[src/rcc_pkg.sv]
// Purpose: Shared constants for reset combining and clock source control
// Assumes: 20 MHz control clock, 32-bit register bus with byte addresses
// Notes: Offsets are byte addresses, one aligned word per register
package rcc_pkg;

	// ----------------------------------------------------------------
	// Timing
	// ----------------------------------------------------------------
	localparam int CLK_PERIOD_NS = 50;
	localparam int RESET_PULSE_NS = 500;
	localparam int RESET_PULSE_CYCLES =
		(RESET_PULSE_NS + CLK_PERIOD_NS - 1) / CLK_PERIOD_NS;
	localparam int SWITCH_GAP_NS = 200;
	localparam int SWITCH_GAP_CYCLES =
		(SWITCH_GAP_NS + CLK_PERIOD_NS - 1) / CLK_PERIOD_NS;

	// ----------------------------------------------------------------
	// Register offsets
	// ----------------------------------------------------------------
	localparam logic [7:0] OFS_POR_BOR_CTRL = 8'h00;
	localparam logic [7:0] OFS_RESET_CAUSE = 8'h04;
	localparam logic [7:0] OFS_PERIPH_RST0 = 8'h08;
	localparam logic [7:0] OFS_PERIPH_RST1 = 8'h0C;
	localparam logic [7:0] OFS_PERIPH_RST2 = 8'h10;
	localparam logic [7:0] OFS_WDT_LOAD = 8'h14;
	localparam logic [7:0] OFS_WDT_CTRL = 8'h18;
	localparam logic [7:0] OFS_WDT_VALUE = 8'h1C;
	localparam logic [7:0] OFS_EVENT_FLAGS = 8'h20;
	localparam logic [7:0] OFS_REGULATOR_CTRL = 8'h24;
	localparam logic [7:0] OFS_CLOCK_CFG = 8'h28;
	localparam logic [7:0] OFS_CLOCK_STATUS = 8'h2C;

	// ----------------------------------------------------------------
	// Field positions
	// ----------------------------------------------------------------
	localparam int BIT_BOR_DETECT_EN = 0;
	localparam int BIT_BOR_RESET_EN = 1;
	localparam int CAUSE_EXT = 0;
	localparam int CAUSE_POR = 1;
	localparam int CAUSE_BOR = 2;
	localparam int CAUSE_SW = 3;
	localparam int CAUSE_WDT = 4;
	localparam int BIT_WDT_ENABLE = 0;
	localparam int BIT_WDT_RESET_EN = 1;
	localparam int BIT_FLAG_WDT = 0;
	localparam int BIT_FLAG_BOR = 1;
	localparam int POS_OSC_SRC = 0;
	localparam int POS_PLL_SKIP = 2;
	localparam int POS_OSC_SRC_EXT = 4;
	localparam int POS_BUSY = 4;

	// ----------------------------------------------------------------
	// Reset values and encodings
	// ----------------------------------------------------------------
	localparam logic [4:0] CAUSE_AFTER_POR = 5'h02;
	localparam int TRIM_W = 6;
	localparam int TRIM_MIN_MV = 2250;
	localparam int TRIM_MAX_MV = 2750;
	localparam int TRIM_STEP_MV = 50;
	localparam logic [TRIM_W-1:0] TRIM_MAX_CODE =
		TRIM_W'((TRIM_MAX_MV - TRIM_MIN_MV) / TRIM_STEP_MV);
	localparam logic [TRIM_W-1:0] TRIM_RESET = 6'h05;
	localparam logic [1:0] OSC_MAIN = 2'h0;
	localparam logic [1:0] OSC_INTERNAL = 2'h1;
	localparam logic [1:0] OSC_INT_DIV4 = 2'h2;
	localparam logic [1:0] OSC_LF30K = 2'h3;
	localparam logic [2:0] OSC_EXT_RTC = 3'h7;
	localparam logic [2:0] OSC_EXT_NONE = 3'h0;

	// Selected system clock source, one enable line each
	localparam int NUM_SRC = 6;
	localparam logic [2:0] SRC_MAIN = 3'h0;
	localparam logic [2:0] SRC_INTERNAL = 3'h1;
	localparam logic [2:0] SRC_INT_DIV4 = 3'h2;
	localparam logic [2:0] SRC_LF30K = 3'h3;
	localparam logic [2:0] SRC_RTC = 3'h4;
	localparam logic [2:0] SRC_PLL = 3'h5;

	typedef enum logic [2:0] {
		FETCH_HOLD,
		FETCH_STACK,
		FETCH_PC,
		FETCH_INSTR,
		FETCH_RUN
	} fetch_t;

endpackage : rcc_pkg

[src/clk_switch_if.sv]
// Purpose: Carries clock source requests to the glitch-free switcher
// Assumes: Both ends on the control clock
// Notes: Request is a level; the switcher follows it
`timescale 1ns/1ns
interface clk_switch_if;
	logic [2:0] reqSource;
	logic busy;
	logic [2:0] activeSource;

	modport ctrl (output reqSource, input busy, input activeSource);
	modport sw (input reqSource, output busy, output activeSource);
endinterface : clk_switch_if

[src/clock_switch.sv]
// Purpose: Break-before-make sequencing of system clock source enables
// Assumes: Enables gate the oscillators into a glitch-free clock mux
// Notes: All enables stay low for a gap before the new one rises
`timescale 1ns/1ns
module clock_switch (
	input wire logic clk,
	input wire logic arst_n,
	input wire logic clkEn,
	clk_switch_if.sw swIf,
	output logic [rcc_pkg::NUM_SRC-1:0] srcEnable
);
	import rcc_pkg::*;

	typedef enum logic {SW_RUN, SW_GAP} phase_t;

	typedef struct packed {
		phase_t phase;
		logic [2:0] cur;
		logic [7:0] gap;
		logic [NUM_SRC-1:0] en;
	} sw_state_t;

	sw_state_t s_reg;
	sw_state_t s_next;

	// ----------------------------------------------------------------
	// Next state
	// ----------------------------------------------------------------
	always_comb begin
		s_next = s_reg;
		case (s_reg.phase)
			SW_RUN: begin
				if (swIf.reqSource != s_reg.cur) begin
					s_next.phase = SW_GAP;
					s_next.en = '0;
					s_next.gap = 8'(SWITCH_GAP_CYCLES);
				end
			end
			SW_GAP: begin
				// Target taken at gap end, so late changes are honoured
				if (s_reg.gap == 8'h00) begin
					s_next.phase = SW_RUN;
					s_next.cur = swIf.reqSource;
					s_next.en = NUM_SRC'(1) << swIf.reqSource;
				end else begin
					s_next.gap = s_reg.gap - 8'h01;
				end
			end
			default: s_next.phase = SW_RUN;
		endcase
	end

	always_ff @(posedge clk or negedge arst_n) begin
		if (!arst_n) begin
			s_reg <= '{SW_RUN, SRC_INTERNAL, 8'h00,
				NUM_SRC'(1) << SRC_INTERNAL};
		end else if (clkEn) begin
			s_reg <= s_next;
		end
	end

	assign srcEnable = s_reg.en;
	assign swIf.busy = (s_reg.phase == SW_GAP);
	assign swIf.activeSource = s_reg.cur;

endmodule : clock_switch

[src/reset_clock_control.sv]
// Purpose: Combines reset sources, runs watchdog, selects clock source
// Assumes: arst_n is the power-on reset; register bus is Avalon-MM
// Notes: Internal reset is released through a register on clk
//
// Implementation choices: register access over Avalon-MM and the address map.
`timescale 1ns/1ns
module reset_clock_control (
	input wire logic clk,
	input wire logic arst_n,
	input wire logic clkEn,
	input wire logic [7:0] avsAddress,
	input wire logic avsRead,
	input wire logic avsWrite,
	input wire logic [31:0] avsWritedata,
	input wire logic [3:0] avsByteenable,
	output logic [31:0] avsReaddata,
	output logic avsWaitrequest,
	input wire logic extReset_n,
	input wire logic brownoutDetect,
	input wire logic systemResetRequest,
	input wire logic fetchDone,
	output logic coreReset_n,
	output logic tapReset_n,
	output rcc_pkg::fetch_t fetchStep,
	output logic [2:0][31:0] periphReset,
	output logic watchdogIrq,
	output logic brownoutIrq,
	output logic [rcc_pkg::TRIM_W-1:0] regulatorVoltageTrim,
	output logic [rcc_pkg::NUM_SRC-1:0] srcEnable
);
	import rcc_pkg::*;

	typedef struct packed {
		logic [1:0] extSync;
		logic [1:0] borSync;
		logic borDetectEn;
		logic brownoutResetEnable;
		logic [4:0] cause;
		logic [2:0][31:0] periph;
		logic [2:0][31:0] periphOut;
		logic [31:0] watchdog_reload_value;
		logic [31:0] wdtCount;
		logic wdtEnable;
		logic wdtResetEn;
		logic wdtFlag;
		logic borFlag;
		logic [TRIM_W-1:0] trim;
		logic [1:0] oscSourceSelect;
		logic [2:0] oscSourceSelectExt;
		logic pllSkipSelect;
		logic [2:0] reqSource;
		logic [7:0] rstCount;
		logic intReset;
		fetch_t fetch;
		logic ack;
		logic [31:0] rdata;
		logic tapRelease;
	} state_t;

	state_t s_reg;
	state_t s_next;
	clk_switch_if swIf ();

	logic busReq;
	logic doWrite;
	logic borSeen;
	logic borReset;
	logic wdtReset;
	logic anySource;
	logic [2:0] cfgSource;
	logic cfgValid;

	// ----------------------------------------------------------------
	// Helpers
	// ----------------------------------------------------------------
	function automatic logic [31:0] mergeBe(input logic [31:0] old,
		input logic [31:0] wd, input logic [3:0] be);
		logic [31:0] r;
		r = old;
		for (int i = 0; i < 4; i++) begin
			if (be[i]) begin
				r[8*i +: 8] = wd[8*i +: 8];
			end
		end
		return r;
	endfunction : mergeBe

	function automatic logic [31:0] readMux(input state_t st,
		input logic [7:0] a, input logic busy, input logic [2:0] act);
		logic [31:0] r;
		r = 32'h0000_0000;
		case (a)
			OFS_POR_BOR_CTRL: begin
				r[BIT_BOR_DETECT_EN] = st.borDetectEn;
				r[BIT_BOR_RESET_EN] = st.brownoutResetEnable;
			end
			OFS_RESET_CAUSE: r[4:0] = st.cause;
			OFS_PERIPH_RST0: r = st.periph[0];
			OFS_PERIPH_RST1: r = st.periph[1];
			OFS_PERIPH_RST2: r = st.periph[2];
			OFS_WDT_LOAD: r = st.watchdog_reload_value;
			OFS_WDT_CTRL: begin
				r[BIT_WDT_ENABLE] = st.wdtEnable;
				r[BIT_WDT_RESET_EN] = st.wdtResetEn;
			end
			OFS_WDT_VALUE: r = st.wdtCount;
			OFS_EVENT_FLAGS: begin
				r[BIT_FLAG_WDT] = st.wdtFlag;
				r[BIT_FLAG_BOR] = st.borFlag;
			end
			OFS_REGULATOR_CTRL: r[TRIM_W-1:0] = st.trim;
			OFS_CLOCK_CFG: begin
				r[POS_OSC_SRC +: 2] = st.oscSourceSelect;
				r[POS_PLL_SKIP] = st.pllSkipSelect;
				r[POS_OSC_SRC_EXT +: 3] = st.oscSourceSelectExt;
			end
			OFS_CLOCK_STATUS: begin
				r[2:0] = act;
				r[POS_BUSY] = busy;
			end
			default: r = 32'h0000_0000;
		endcase
		return r;
	endfunction : readMux

	// ----------------------------------------------------------------
	// Clock source decode
	// ----------------------------------------------------------------
	always_comb begin
		cfgValid = 1'b1;
		cfgSource = SRC_INTERNAL;
		if (s_reg.pllSkipSelect &&
			s_reg.oscSourceSelectExt == OSC_EXT_RTC) begin
			cfgSource = SRC_RTC;
		end else if (s_reg.pllSkipSelect) begin
			case (s_reg.oscSourceSelect)
				OSC_MAIN: cfgSource = SRC_MAIN;
				OSC_INTERNAL: cfgSource = SRC_INTERNAL;
				OSC_INT_DIV4: cfgSource = SRC_INT_DIV4;
				OSC_LF30K: cfgSource = SRC_LF30K;
				default: cfgSource = SRC_INTERNAL;
			endcase
		end else if (s_reg.oscSourceSelect == OSC_MAIN) begin
			// PLL fed by main oscillator only
			cfgSource = SRC_PLL;
		end else begin
			cfgValid = 1'b0;
		end
	end

	// ----------------------------------------------------------------
	// Next state
	// ----------------------------------------------------------------
	always_comb begin
		s_next = s_reg;
		s_next.extSync = {s_reg.extSync[0], extReset_n};
		s_next.borSync = {s_reg.borSync[0], brownoutDetect};
		s_next.tapRelease = 1'b1;
		busReq = avsRead | avsWrite;
		doWrite = avsWrite & s_reg.ack;
		wdtReset = 1'b0;

		// One wait state; read data captured while waitrequest is high
		s_next.ack = busReq & !s_reg.ack;
		if (busReq && !s_reg.ack) begin
			s_next.rdata = avsRead ? readMux(s_reg, avsAddress,
				swIf.busy, swIf.activeSource) : 32'h0000_0000;
		end

		if (doWrite) begin
			case (avsAddress)
				OFS_POR_BOR_CTRL: begin
					if (avsByteenable[0]) begin
						s_next.borDetectEn = avsWritedata[BIT_BOR_DETECT_EN];
						s_next.brownoutResetEnable =
							avsWritedata[BIT_BOR_RESET_EN];
					end
				end
				OFS_RESET_CAUSE: begin
					// Write one to clear
					if (avsByteenable[0]) begin
						s_next.cause = s_reg.cause & ~avsWritedata[4:0];
					end
				end
				OFS_PERIPH_RST0: s_next.periph[0] =
					mergeBe(s_reg.periph[0], avsWritedata, avsByteenable);
				OFS_PERIPH_RST1: s_next.periph[1] =
					mergeBe(s_reg.periph[1], avsWritedata, avsByteenable);
				OFS_PERIPH_RST2: s_next.periph[2] =
					mergeBe(s_reg.periph[2], avsWritedata, avsByteenable);
				OFS_WDT_LOAD: begin
					s_next.watchdog_reload_value =
						mergeBe(s_reg.watchdog_reload_value, avsWritedata, avsByteenable);
					s_next.wdtCount = s_next.watchdog_reload_value;
				end
				OFS_WDT_CTRL: begin
					if (avsByteenable[0]) begin
						s_next.wdtEnable = avsWritedata[BIT_WDT_ENABLE];
						s_next.wdtResetEn = avsWritedata[BIT_WDT_RESET_EN];
					end
				end
				OFS_EVENT_FLAGS: begin
					if (avsByteenable[0]) begin
						s_next.wdtFlag = s_reg.wdtFlag &
							!avsWritedata[BIT_FLAG_WDT];
						s_next.borFlag = s_reg.borFlag &
							!avsWritedata[BIT_FLAG_BOR];
					end
				end
				OFS_REGULATOR_CTRL: begin
					// clamp to the top of the range
					if (avsByteenable[0]) begin
						s_next.trim = (avsWritedata[TRIM_W-1:0] > TRIM_MAX_CODE)
							? TRIM_MAX_CODE : avsWritedata[TRIM_W-1:0];
					end
				end
				OFS_CLOCK_CFG: begin
					if (avsByteenable[0]) begin
						s_next.oscSourceSelect = avsWritedata[POS_OSC_SRC +: 2];
						s_next.pllSkipSelect = avsWritedata[POS_PLL_SKIP];
						s_next.oscSourceSelectExt =
							avsWritedata[POS_OSC_SRC_EXT +: 3];
					end
				end
				default: s_next.ack = 1'b0;
			endcase
		end

		// Invalid combinations keep the previous source running
		if (cfgValid) begin
			s_next.reqSource = cfgSource;
		end

		// Brown-out; flag set below so it wins over a clear
		// only with detection enabled
		borSeen = s_reg.borSync[1] & s_reg.borDetectEn;
		borReset = borSeen & s_reg.brownoutResetEnable;
		if (borSeen && !s_reg.brownoutResetEnable) begin
			s_next.borFlag = 1'b1;
		end

		// Watchdog
		if (s_reg.wdtEnable && !s_reg.intReset) begin
			if (s_reg.wdtCount == 32'h0000_0000) begin
				s_next.wdtCount = s_reg.watchdog_reload_value;
				if (!s_reg.wdtFlag) begin
					s_next.wdtFlag = 1'b1;
				end else if (s_reg.wdtResetEn) begin
					wdtReset = 1'b1;
				end
			end else begin
				s_next.wdtCount = s_reg.wdtCount - 32'h0000_0001;
			end
		end

		// Reset combining; level sources hold, pulses are stretched
		// brown-out held like the pin
		anySource = !s_reg.extSync[1] | borReset | wdtReset |
			systemResetRequest;
		if (anySource) begin
			s_next.intReset = 1'b1;
			s_next.rstCount = 8'(RESET_PULSE_CYCLES);
		end else if (s_reg.rstCount != 8'h00) begin
			s_next.rstCount = s_reg.rstCount - 8'h01;
		end else begin
			s_next.intReset = 1'b0;
		end
		if (!s_reg.extSync[1]) begin
			s_next.cause[CAUSE_EXT] = 1'b1;
		end
		if (borReset) begin
			s_next.cause[CAUSE_BOR] = 1'b1;
		end
		if (wdtReset) begin
			s_next.cause[CAUSE_WDT] = 1'b1;
		end
		if (systemResetRequest) begin
			s_next.cause[CAUSE_SW] = 1'b1;
		end

		// Internal reset returns control state; cause, trim, WDT load, BOR enables and bus survive
		if (s_next.intReset) begin
			s_next.periph = '0;
			s_next.wdtEnable = 1'b0;
			s_next.wdtResetEn = 1'b0;
			s_next.wdtFlag = 1'b0;
			s_next.wdtCount = 32'h0000_0000;
			s_next.borFlag = 1'b0;
			s_next.oscSourceSelect = OSC_INTERNAL;
			s_next.pllSkipSelect = 1'b1;
			s_next.oscSourceSelectExt = OSC_EXT_NONE;
			s_next.reqSource = SRC_INTERNAL;
		end

		// every line of the unit, plus system reset
		for (int k = 0; k < 3; k++) begin
			s_next.periphOut[k] = s_next.periph[k] | {32{s_next.intReset}};
		end

		case (s_reg.fetch)
			FETCH_HOLD: s_next.fetch = FETCH_STACK;
			FETCH_STACK: if (fetchDone) s_next.fetch = FETCH_PC;
			FETCH_PC: if (fetchDone) s_next.fetch = FETCH_INSTR;
			FETCH_INSTR: if (fetchDone) s_next.fetch = FETCH_RUN;
			FETCH_RUN: s_next.fetch = FETCH_RUN;
			default: s_next.fetch = FETCH_HOLD;
		endcase
		if (s_next.intReset) begin
			s_next.fetch = FETCH_HOLD;
		end
	end

	// ----------------------------------------------------------------
	// State register
	// ----------------------------------------------------------------
	always_ff @(posedge clk or negedge arst_n) begin
		if (!arst_n) begin
			s_reg <= '0;
			s_reg.extSync <= 2'b11;
			// power-on keeps only its own bit
			s_reg.cause <= CAUSE_AFTER_POR;
			s_reg.periphOut <= '1;
			s_reg.trim <= TRIM_RESET;
			s_reg.oscSourceSelect <= OSC_INTERNAL;
			s_reg.pllSkipSelect <= 1'b1;
			s_reg.reqSource <= SRC_INTERNAL;
			s_reg.rstCount <= 8'(RESET_PULSE_CYCLES);
			s_reg.intReset <= 1'b1;
			s_reg.fetch <= FETCH_HOLD;
		end else if (clkEn) begin
			s_reg <= s_next;
		end
	end

	// ----------------------------------------------------------------
	// Clock switch
	// ----------------------------------------------------------------
	assign swIf.reqSource = s_reg.reqSource;

	clock_switch u_switch (
		.clk(clk),
		.arst_n(arst_n),
		.clkEn(clkEn),
		.swIf(swIf.sw),
		.srcEnable(srcEnable)
	);

	// ----------------------------------------------------------------
	// Outputs
	// ----------------------------------------------------------------
	assign avsWaitrequest = busReq & !s_reg.ack;
	assign avsReaddata = s_reg.rdata;
	assign coreReset_n = !s_reg.intReset;
	// only power-on resets the test controller
	assign tapReset_n = s_reg.tapRelease;
	assign fetchStep = s_reg.fetch;
	assign periphReset = s_reg.periphOut;
	assign watchdogIrq = s_reg.wdtFlag;
	assign brownoutIrq = s_reg.borFlag;
	assign regulatorVoltageTrim = s_reg.trim;

endmodule : reset_clock_control

[config.mk]
export PLATFORM = sky130hd
export DESIGN_NAME = reset_clock_control
export DESIGN_NICKNAME = d
export VERILOG_FILES = /design/src/rcc_pkg.sv /design/src/clk_switch_if.sv /design/src/clock_switch.sv /design/src/reset_clock_control.sv
export SDC_FILE = /design/constraint.sdc
export NUM_CORES = 1
export LEC_CHECK = 0
export ABC_AREA = 0
export CAP_MARGIN = 5
export CORE_UTILIZATION = 45
export CTS_CLUSTER_SIZE = 28
export DETAILED_ROUTE_END_ITERATION = 6
export DONT_BUFFER_PORTS = 1
export PLACE_DENSITY_LB_ADDON = 0.25
export SLEW_MARGIN = 0
export SYNTH_ARGS = -nofsm -noshare
export SYNTH_HDL_FRONTEND = slang
export SYNTH_HIERARCHICAL = 1
export SYNTH_SLANG_ARGS = --single-unit
[constraint.sdc]
create_clock -name clk -period 5.9 [get_ports clk]
set_input_delay 0.295 -clock clk [delete_from_list [all_inputs] [get_ports clk]]
set_output_delay 0.295 -clock clk [all_outputs]
set_load 0.02 [all_outputs]
## Yosys cells after proc, flatten, opt, wreduce, memory -nomap -nowiden

Cells that the tools add are included.

- Register bits after elaboration: 350
- Input bits: 53
- Output and inout port bits: 148
- Logic and storage cells: 225

- Reduce and logical (&&, ||, !) cells: 56
- Mux-type cells: 83
- Bitwise operators: 16
- Magnitude comparators: 1
- Shift-type cells: 1
- Add/sub/neg operators: 3
- Eq/ne operators: 29

Operators with widths:

| kind | number |
|---|---|
| $mux 32 | 7 |
| $mux 8 | 18 |
| $pmux 25 s5 | 1 |
| $mux 101 | 1 |
| $mux 96 | 1 |
| $or 32x32->32 | 3 |
| $mux 48 | 1 |
| $reduce_and 4->1 | 11 |
| $mux 36 | 1 |
| $mux 6 | 6 |
| $eq 8x5->1 const B | 4 |
| $eq 8x6->1 const B | 4 |
| $logic_not 32->1 | 1 |
| $sub 32x1->32 const B | 1 |
| $reduce_bool 2->1 | 15 |
| $pmux 14 s2 | 1 |
| $mux 3 | 8 |
| $pmux 2 s12 | 1 |
| $mux 1 | 19 |
| $mux 9 | 2 |
| $pmux 1 s9 | 2 |
| $eq 8x4->1 const B | 2 |
| $logic_not 8->1 | 2 |
| $sub 8x1->8 const B | 2 |
| 35 further kinds | 75 |

## Logic depth before layout (Yosys ltp)

Gate-level depths: netlist of the first run.

- Depth after elaboration: 9
- Depth in mapped cells: 10
- Depth with buffers taken out: 8

## Hierarchy

Netlist of the first run, hierarchy kept.

By module, submodules not included:

| module | sequential area each (um2) | times used | cells an instance | area an instance (um2) |
|---|---|---|---|---|
| reset_clock_control | 8441.8 | 1 | 1687 | 17641.9 |
| clock_switch | 452.9 | 1 | 90 | 967.2 |

## Worst setup path before layout of the first run

OpenSTA, ideal clock, no wires.

- Path type: reg2reg
- Start point: reg s_reg[65] (netlist bit)
- End point: reg s_reg[81] (netlist bit)
- Setup time: 0.094 ns
- Period minus slack after synthesis: 2.363 ns
- Required time: 5.806 ns
- Path buffers: 0
- Stages on the path, launching flop included: 9
- Slack: 3.537 ns
- Data arrival time: 2.269 ns
- Path through: dfrtp_1 -> inv_1 -> ha_1 -> nor3b_1 -> nand4_1 -> or3_1 -> o31ai_1 -> a21oi_1 -> a211oi_1

- Longest elaborated chain between the ends: 8

RTL lines:

| element | line | source |
|---|---|---|
| start: declaration | reset_clock_control.sv:60 | `state_t s_reg;` |
| start signal: assignment | reset_clock_control.sv:331 | `s_reg <= s_next;` |
| parallel branches: the longest is 8 deep, another holds $sub 32x1->32 | n/a |  |

Several ways; the timed one is not identified.
A chain may end at the register's enable or synchronous reset.

## Worst setup path in the final report of the first run

- Start point: reg s_reg[42] (netlist bit)
- End point: reg s_reg (netlist bit periphReset[63])

- Longest elaborated chain between the ends: 5

RTL lines:

| element | line | source |
|---|---|---|
| $reduce_bool 8->1 (*) | reset_clock_control.sv:263 | `end else if (s_reg.rstCount != 8'h00) begin` |
| $mux 1 (*) | reset_clock_control.sv:263 |  |
| $mux 9 (*) | reset_clock_control.sv:260 | `if (anySource) begin` |
| $mux 96 | reset_clock_control.sv:282 | `if (s_next.intReset) begin` |
| $or 32x32->32 (*) | reset_clock_control.sv:297 | `s_next.periphOut[k] = s_next.periph[k] \| {32{s_next.intReset}};` |

Mark *: on every way between the ends. The rest lies on a longest branch, timed or not.

==> results of run 1 <==
-- per-layer routing --
layer	vias to the layer above	part of all wire, %	GRT usage (%)
li1	6302	-	-
met1	7266	43	37.9
met2	606	46	42.4
met3	82	8.9	6.08
met4	2	2.3	7.88
met5	-	0.023	0
-- cell families after synthesis --
logic type | after synthesis
AO/OA/AOI/OAI | 529
AND/OR/NAND/NOR | 418
flip-flops | 350
buffers and inverters | 295
multiplexers | 167
XOR/XNOR | 13
adder cells (fa/ha/maj) | 5
-- layout make-up --
cell class / instances / area share, %
tap: 532 / 3.38
sequential: 350 / 45.1
inverter: 27 / 0.514
timing repair buffer: 61 / 3.07
clock buffer: 54 / 5.81
clock inverter: 18 / 1.23
multi-input combinational: 1132 / 40.9
-- worst max-delay path, delay by kind of cell, from the launching register on --
kind | cells | cell delay [ns]
compound gates | 2 | 0.50
buf+inv | 2 | 1.06
simple gates | 3 | 1.39
flops | 1 | 0.41
-- final timing paths --
kind                                    to  slack [ns]  cells after the start
setup / recovery           periphReset[63]        2.40                      7
hold / removal                  tapReset_n       -0.53                      0
setup reg to reg           periphReset[63]        2.40                      7
hold reg to reg                 s_reg[323]        0.48                      2
max in group asynchronous  avsReaddata[20]        5.09                      0
min in group clk           periphReset[77]        0.01                      2
-- Yosys cell counts (all sizes together) (30+ instances only) --
master and count:
dfstp 109, dfrtp 241, nand2 107, clkbuf 90
a32o 101, nor2 154, mux2i 98, a21oi 65
buf 178, mux2 68, o21ai 51, a222oi 33
a31oi 103, a22oi 40, nor3 30, nand3 30
a22o 33
-- power breakdown --
| part | internal (mW) | switching (mW) | total [mW] |
|---|---|---|---|
| Sequential | 2.52 | 0.140 | 2.66 |
| Combinational | 0.184 | 0.294 | 0.478 |
| Clock | 1.62 | 1.02 | 2.64 |
| Total | 4.32 | 1.45 | 5.77 |
==> impl_metrics.yaml, run 1 <==
outcome:
  outcome: "finished, violations left"
  violations: "DRC, hold timing, slew limit"
grt:
  grt_pass1_wl_um: 88300
  grtUsageTotal_pct: 27.2
  grt_max_degree: 351
  grt_antenna_before_repair: 1
  gr-total-overflow: 0
  grt_pass1_vias: 14000
job:
  cap_violations: 0
finish:
  areaGrowthSynthToFinish_pct: 5.91
  mostFrequentLayoutCells: "241 x dfrtp_1, 135 x nor2_1, 109 x dfstp_2, 106 x nand2_1, 102 x a31oi_1"
  largest_reg_flops: 187
  final_common_cell: "dfrtp_1"
  antenna_cells: 0
  multi_input_area_sq_mm: 0.00805
  utilization_pct: 48.3
  instances_no_fill: 2174
  regArea_sq_mm: 0.00889
  fillers: 3675
  final_cell_area_sq_mm: 0.0197
  drive_above_1_share_pct: 18.9
  num-nets-final: 1670
worst_setup_path:
  critPathKind: "reg -> reg"
  critPathMaxStageDelay_ns: 0.61
  slowest_stage: "dlygate4sd3_1"
  cp-end-kind: "flip-flop"
  cp-start-kind: "flip-flop"
  arrival_ns: 3.97
  path_cells: "or4_4, o41ai_4, nand2_1, nor2_4, buf_12, a31oi_1, dlygate4sd3_1"
  crit_path_start: "s_reg[42]"
  r2r_start: "s_reg[42]"
  cp_max_fo: 96
  cp.required_ns: 6.37
placed_design:
  gp_congestion: 0.910
  post-place-ws_ns: 2.55
  hpwl_um: 34800
  place_inst: 2059
  port_buffers: 0
  place_area_sq_mm: 0.0179
sta:
  max-slew-margin-rel_pct: -14.0
  fin_crit_ns: 3.50
  finalSetupTns_ns: 0
  fmax_mhz: 286
  holdWs_ns: -0.526
  setup_ws_ns: 2.40
  drv_slew: 150
  hold_violations: 272
  finClkSkew_ns: 0.0150
  rsz0062_at_grt: "no"
  worstMarginPinSlew_ns: 1.71
  setup_viol: 0
  fin_crit_sh_pct: 59.3
logic_synthesis:
  synth.largest_area_cell: "dfrtp_1"
  synth.yosys.seq_area_share_pct: 47.8
  synth_edf_count: 0
  synth_simple_gate_area_share_pct: 11.1
  yosysUniqueCellTypes: 83
  synth_top_area_share_pct: 32.4
  async_flop_share_pct: 100
  syn_area_sq_mm: 0.0186
  syn_inst: 1777
  synth_top_family_by_area: "compound AO/OA/AOI/OAI gates"
  yosys_warnings: 6
  syn_avg_cell_area_sq_um: 10.5
  synth_fa_ha_area_share_pct: 0.336
  synth_xor_area_share_pct: 0.612
  synth_mux_area_share_pct: 9.55
  synth-seq-cells: 350
  syn_nets: 1835
  ys.flop_type: "dfrtp_1"
  synth_area_leaders: "dfrtp_1 32%, dfstp_2 15%, buf_4 5.9%, a32o_1 5.4%, mux2i_1 5.3%"
  synth_compound_area_share_pct: 21.5
routing:
  vias_per_cell: 6.56
  drt_iter0_drc: 1552
  drtPass1Iterations: 7
  drt-total-wl_um: 57000
  drc: 12
  wl_per_cell_um: 26.2
  ant_nets: 0
  vias: 14300
power:
  leakage_nw: 8.57
  p_per_area_mw_per_mm2: 293
  ir_drop_v: 0.000157
  p_total_mw: 5.77
clock_network:
  cts-buffers-inserted: 40
  cts.sinks: 350
  htreeDepth: 2
  clock_path_buffers: 3
  clockRootBuffer: "clkbuf_16"
  worst_skew_pair.late_latency_ns: 0.55
  ctsResizeCount: 0
  cts_setup_buffers: 0
  postCtsHoldBufs: 43
  cts_tree: "built"
  clkSlewWorstSetupHoldPaths_ns: 0.06
floorplanning:
  fp.dieW_um: 205
  die_area_sq_mm: 0.0422
  ios: 201
  core_sq_mm: 0.0408
  die_h_um: 205
  start_util_pct: 45.6
  rows: 74
worst_hold_path:
  hold_class: "in -> async"
Power figures use the tool's default switching activity.
==> run 2: changes to the inputs <==
==> constraint.sdc (replaced) <==
create_clock -name clk -period 3.2 [get_ports clk]
set_input_delay 0.16 -clock clk [delete_from_list [all_inputs] [get_ports clk]]
set_output_delay 0.16 -clock clk [all_outputs]
set_load 0.02 [all_outputs]
==> run 2 against run 1 <==
The flow finishes with violations (hold timing). Maximum frequency is 15% higher. Hold slack lost 0.14 ns. Register-to-register slack lost 2.2 ns. Cell area grew 2.8%. Clock power up 77%. Sequential cell count did not move. Largest power group unchanged.
==> impl_metrics.yaml, run 2 (same netlist as run 1, synthesis figures left out) <==
power:
  leakage_nw: 8.85
  p_sw_mw: 2.67
  p_seq_share_pct: 46.7
  intPower_mw: 7.81
  power_frac_clock_pct: 44.7
  p_per_area_mw_per_mm2: 517
  combinationalPowerShare_pct: 8.6
  swShare_pct: 25.5
  ir_drop_v: 0.000384
placed_design:
  hpwl_um: 35500
  gp_congestion: 0.887
  port_buffers: 0
  place_inst: 2098
floorplanning:
  ios: 201
  die_area_sq_mm: 0.0422
  die_h_um: 205
  fp.dieW_um: 205
  core_sq_mm: 0.0408
  rows: 74
  start_util_pct: 45.6
outcome:
  violations: "hold timing"
  outcome: "finished, violations left"
grt:
  grt_pass1_wl_um: 86600
  grt_antenna_before_repair: 3
  grtUsageTotal_pct: 26.6
  grt_pass1_vias: 14000
  gr-total-overflow: 0
  grt_max_degree: 351
sta:
  hold_violations: 475
  drv_slew: 0
  fin_crit_ns: 3.04
  fin_crit_sh_pct: 95.1
  fmax_mhz: 329
  max-slew-margin-rel_pct: 33.3
  worstMarginPinSlew_ns: 0.999
  finalSetupTns_ns: 0
  rsz0062_at_grt: "no"
  setup_viol: 0
  finClkSkew_ns: 0.0284
  holdWs_ns: -0.664
worst_setup_path:
  arrival_ns: 3.53
  path_cells: "or4_4, o41ai_4, buf_4, nand2_1, nor2_4, a21oi_1, dlygate4sd3_1"
  crit_family: "simple AND/OR/NAND/NOR gates"
  critPathKind: "reg -> reg"
  crit_path_start: "s_reg[42]"
  critPathMaxStageDelay_ns: 0.68
  cp-end-kind: "flip-flop"
  r2r_start: "s_reg[42]"
  cp_num_buf_inv: 2
  cp.required_ns: 3.69
  cp_max_fo: 19
  slowest_stage: "nor2_4"
  cp-start-kind: "flip-flop"
clock_network:
  clockRootBuffer: "clkbuf_16"
  postCtsHoldBufs: 73
  htreeDepth: 2
  ctsResizeCount: 0
  clock_path_buffers: 3
  cts-buffers-inserted: 40
  clkSlewWorstSetupHoldPaths_ns: 0.06
  worst_skew_pair.late_latency_ns: 0.57
  cts_setup_buffers: 0
  cts_tree: "built"
  cts.sinks: 350
routing:
  drtPass1Iterations: 6
  vias: 14400
  wl_per_cell_um: 24.7
  drt-total-wl_um: 55600
  vias_per_cell: 6.39
  ant_nets: 0
  drt_iter0_drc: 1500
  drc: 0
worst_hold_path:
  hold_class: "in -> async"
finish:
  instances_no_fill: 2251
  largest_reg_flops: 187
  drive_above_1_share_pct: 20.0
  areaGrowthSynthToFinish_pct: 8.88
  final_common_cell: "dfrtp_1"
  mostFrequentLayoutCells: "241 x dfrtp_1, 135 x nor2_1, 109 x dfstp_2, 106 x nand2_1, 102 x a31oi_1"
  num-nets-final: 1739
job:
  cap_violations: 0
[run 2: cell count changes in the layout (fill, tap and decap cells not counted), sizes merged]
| cell | before | now |
|---|---|---|
| clkinv | 11 | 6 |
| clkinvlp | 1 | 2 |
| inv | 27 | 29 |
| diode | 0 | 6 |
| bufinv | 6 | 3 |
| buf | 20 | 57 |
| dlygate4sd3 | 41 | 73 |
| clkbuf | 54 | 61 |
[run 2: layer usage]
layer | vias to the layer above | wire, um | GRT usage (%) | share of wire [%]
li1 | 6465 | - | - | -
met1 | 7287 | 24100 | 36.9 | 43
met2 | 544 | 25700 | 41.5 | 46
met3 | 90 | 4290 | 5.53 | 7.7
met4 | 0 | 1490 | 8.60 | 2.7
met5 | - | 0 | 0 | 0
[run 2: worst register-to-register path, cell delays in order (launching register included)]
cell and delay (ns):
dfrtp_1 0.42, or4_4 0.58, o41ai_4 0.25, buf_4 0.18
nand2_1 0.15, nor2_4 0.68, a21oi_1 0.13, dlygate4sd3_1 0.60
[run 2: path summary, 6_finish.rpt]
| path | end | cells after the start | slack [ns] |
|---|---|---|---|
| max | swIf.reqSource[0] | 7 | 0.16 |
| min | tapReset_n | 0 | -0.66 |
| max reg2reg | swIf.reqSource[0] | 7 | 0.16 |
| min reg2reg | s_reg[323] | 2 | 0.48 |
| max in group asynchronous | s_reg[304] | 0 | 3.25 |
| min in group clk | periphReset[95] | 1 | -0.22 |
[run 2: per-stage QoR]
| step | cell area, sq um | utilization, % | power, mW | setup slack [ns] |
|---|---|---|---|---|
| 2_1_floorplan | 18600 | - | 5.62 | 0.837 |
| 3_3_place_gp | 18200 | 44.5 | 5.68 | 0.316 |
| 3_5_place_dp | 18200 | 44.5 | 5.70 | 0.272 |
| 4_1_cts | 20200 | 49.6 | 10.6 | 0.165 |
| 5_1_grt | 20300 | 49.6 | 10.8 | 0.00257 |
| 6_report | 20300 | 49.6 | 10.5 | 0.156 |
[run 2: cell type report]
class	count	area (sq um)
diodes	6	15.0
clock buffers	61	1170
clock inverters	13	160
fillers	3648	20600
inverters	27	101
multi-input cells	1132	8040
flip-flops and latches	350	8890
well taps	532	666
repair buffers	130	1210
[run 2: power by group through the flow]
stage	Clock (mW)	Sequential, mW	Combinational (mW)
4_1_cts	4.77	4.89	0.889
3_3_place_gp	0	4.95	0.724
6_report	4.68	4.89	0.901
3_5_place_dp	0	4.96	0.741
5_1_grt	4.93	4.92	0.997
2_1_floorplan	0	4.82	0.799
==> run 3: changes to the inputs <==
--- a/config.mk
+++ b/config.mk
@@ -6,11 +6,11 @@
 export NUM_CORES = 1
 export LEC_CHECK = 0
 export ABC_AREA = 0
+export BUFFER_PORTS_ARGS = -buffer_cell sky130_fd_sc_hd__buf_4
 export CAP_MARGIN = 5
 export CORE_UTILIZATION = 45
 export CTS_CLUSTER_SIZE = 28
 export DETAILED_ROUTE_END_ITERATION = 6
-export DONT_BUFFER_PORTS = 1
 export PLACE_DENSITY_LB_ADDON = 0.25
 export SLEW_MARGIN = 0
 export SYNTH_ARGS = -nofsm -noshare
==> constraint.sdc (replaced) <==
create_clock -name clk -period 3.2 [get_ports clk]
set_input_delay 0.16 -clock clk [delete_from_list [all_inputs] [get_ports clk]]
set_output_delay 0.16 -clock clk [all_outputs]
set_load 0.1 [all_outputs]
==> run 3 against run 2 <==
The flow finishes with violations (DRC). Critical path depth grew 1. Sequential share of layout area shrank 2.4 points. Register-to-register slack gained 0.03 ns. Global-route usage shrank 0.14 points. Maximum frequency grew 1.1%. Power grew 3.4%.
==> impl_metrics.yaml, run 3 (same netlist as run 1, synthesis figures left out) <==
routing:
  drt-total-wl_um: 55500
  ant_nets: 0
  drt_iter0_drc: 1376
  vias: 15000
  drc: 1
  drtPass1Iterations: 7
  vias_per_cell: 6.22
  wl_per_cell_um: 23.0
grt:
  grt.busiest_layer: "met2"
  met2_usage_pct: 42.2
  grt_pass1_vias: 14900
  use_met1_pct: 37.0
  grt_pass1_wl_um: 87900
  grt_antenna_before_repair: 0
  grtUsageTotal_pct: 26.5
  met3_usage_pct: 3.93
  gr-total-overflow: 0
  grt_max_degree: 130
outcome:
  violations: "DRC"
  outcome: "finished, violations left"
clock_network:
  worst_skew_pair.late_latency_ns: 0.54
  clockRootBuffer: "clkbuf_16"
  clkSlewWorstSetupHoldPaths_ns: 0.06
  cts.sinks: 350
  cts_tree: "built"
  cts-buffers-inserted: 39
  htreeDepth: 2
  clock_path_buffers: 3
  cts_setup_buffers: 0
floorplanning:
  die_area_sq_mm: 0.0422
  rows: 74
  ios: 201
  fp.dieW_um: 205
  start_util_pct: 45.6
  die_h_um: 205
  core_sq_mm: 0.0408
power:
  ir_drop_v: 0.000322
  intPower_mw: 7.74
  swShare_pct: 28.6
  p_per_area_mw_per_mm2: 505
  power_frac_clock_pct: 41.3
  p_seq_share_pct: 44.5
  leakage_nw: 9.65
  combinationalPowerShare_pct: 14.2
  p_sw_mw: 3.09
worst_setup_path:
  cp.required_ns: 3.66
  cp-start-kind: "flip-flop"
  critPathMaxStageDelay_ns: 0.61
  crit_family: "simple AND/OR/NAND/NOR gates"
  cp_max_fo: 14
  arrival_ns: 3.47
  slowest_stage: "nor2_4"
  cp-end-kind: "flip-flop"
  cp_num_buf_inv: 2
  critPathKind: "reg -> reg"
  path_cells: "or4_4, o41ai_4, buf_4, nand2_1, nor2_4, buf_4, a21o_1, a32o_1"
  critPathMostFrequentCell: "buf_4"
sta:
  hold_violations: 0
  rsz0062_at_grt: "no"
  worstMarginPinSlew_ns: 0.972
  fin_crit_sh_pct: 94.1
  fin_crit_ns: 3.01
  finalSetupTns_ns: 0
  max-slew-margin-rel_pct: 34.3
  setup_viol: 0
  finClkSkew_ns: 0.0219
  fmax_mhz: 332
  setup_ws_ns: 0.190
  drv_slew: 0
finish:
  drive_above_1_share_pct: 28.7
  antenna_cells: 0
  instances_no_fill: 2414
  areaGrowthSynthToFinish_pct: 15.3
  largest_reg_flops: 187
  mostFrequentLayoutCells: "254 x buf_4, 241 x dfrtp_1, 135 x nor2_1, 109 x dfstp_2, 106 x nand2_1"
  num-nets-final: 1911
  final_common_cell: "buf_4"
placed_design:
  gp_congestion: 0.891
  hpwl_um: 37700
  port_buffers: 200
  place_inst: 2306
  post-place-ws_ns: 0.191
worst_hold_path:
  hold_class: "in -> reg"
job:
  cap_violations: 0
[run 3: worst paths after layout]
check / cells past startpoint / start / slack, ns / endpoint
worst max-delay path: 8 / s_reg[42] / 0.19 / s_reg[313]
min in group asynchronous: 2 / arst_n / 0.22 / tapReset_n
worst min-delay path: 3 / clkEn / 0.04 / periphReset[94]
worst max register to register: 8 / s_reg[42] / 0.19 / s_reg[313]
worst min register to register: 1 / tapReset_n / 0.48 / tapReset_n
max in group asynchronous: 3 / arst_n / 2.05 / periphReset[48]
[run 3: stage by stage]
stage                     hold WS (ns)  util (%)  cell area [sq um]  power, mW
after detailed placement         0.269      48.5              19800       6.39
after global routing            0.0601      52.5              21500       11.2
after floorplan                 -0.136         -              18600       5.92
after global placement           0.258      48.5              19800       6.35
after CTS                       0.0174      52.5              21400       10.9
final                           0.0356      52.5              21500       10.8
[run 3: area by class of cell]
cell class              count  area (sq um)
clock buffers              63          1160
clock inverters             7          88.8
fillers                  3645         19400
inverters                  27           101
multi-input cells        1132          8050
flip-flops and latches    350          8890
well taps                 532           666
repair buffers            303          2500
[run 3: power groups by stage]
stage	Sequential, mW	Clock, mW	Combinational [mW]
floorplan	4.82	0	1.10
global placement	4.88	0	1.47
detailed placement	4.89	0	1.49
CTS	4.82	4.54	1.54
global route	4.85	4.72	1.66
finish	4.82	4.48	1.54
[run 3: tightest hold or removal path: cells and delay by family]
family,cells,cell delay [ns]
buffers and inverters,1,0.18
AO/OA/AOI/OAI,1,0.04
AND/OR/NAND/NOR,1,0.15
[run 3: metal layers]
layer,up-vias,share of wire [%]
met5,-,0
met4,0,3.0
met3,106,6.6
met2,598,46
met1,7536,44
li1,6778,-
[run 3: timing repair]
action	4_1_cts	5_1_grt
hold buffers	38	0
hold endpoints to repair	205	0
endpoints found under the setup margin	0	1
gates resized for setup	0	1
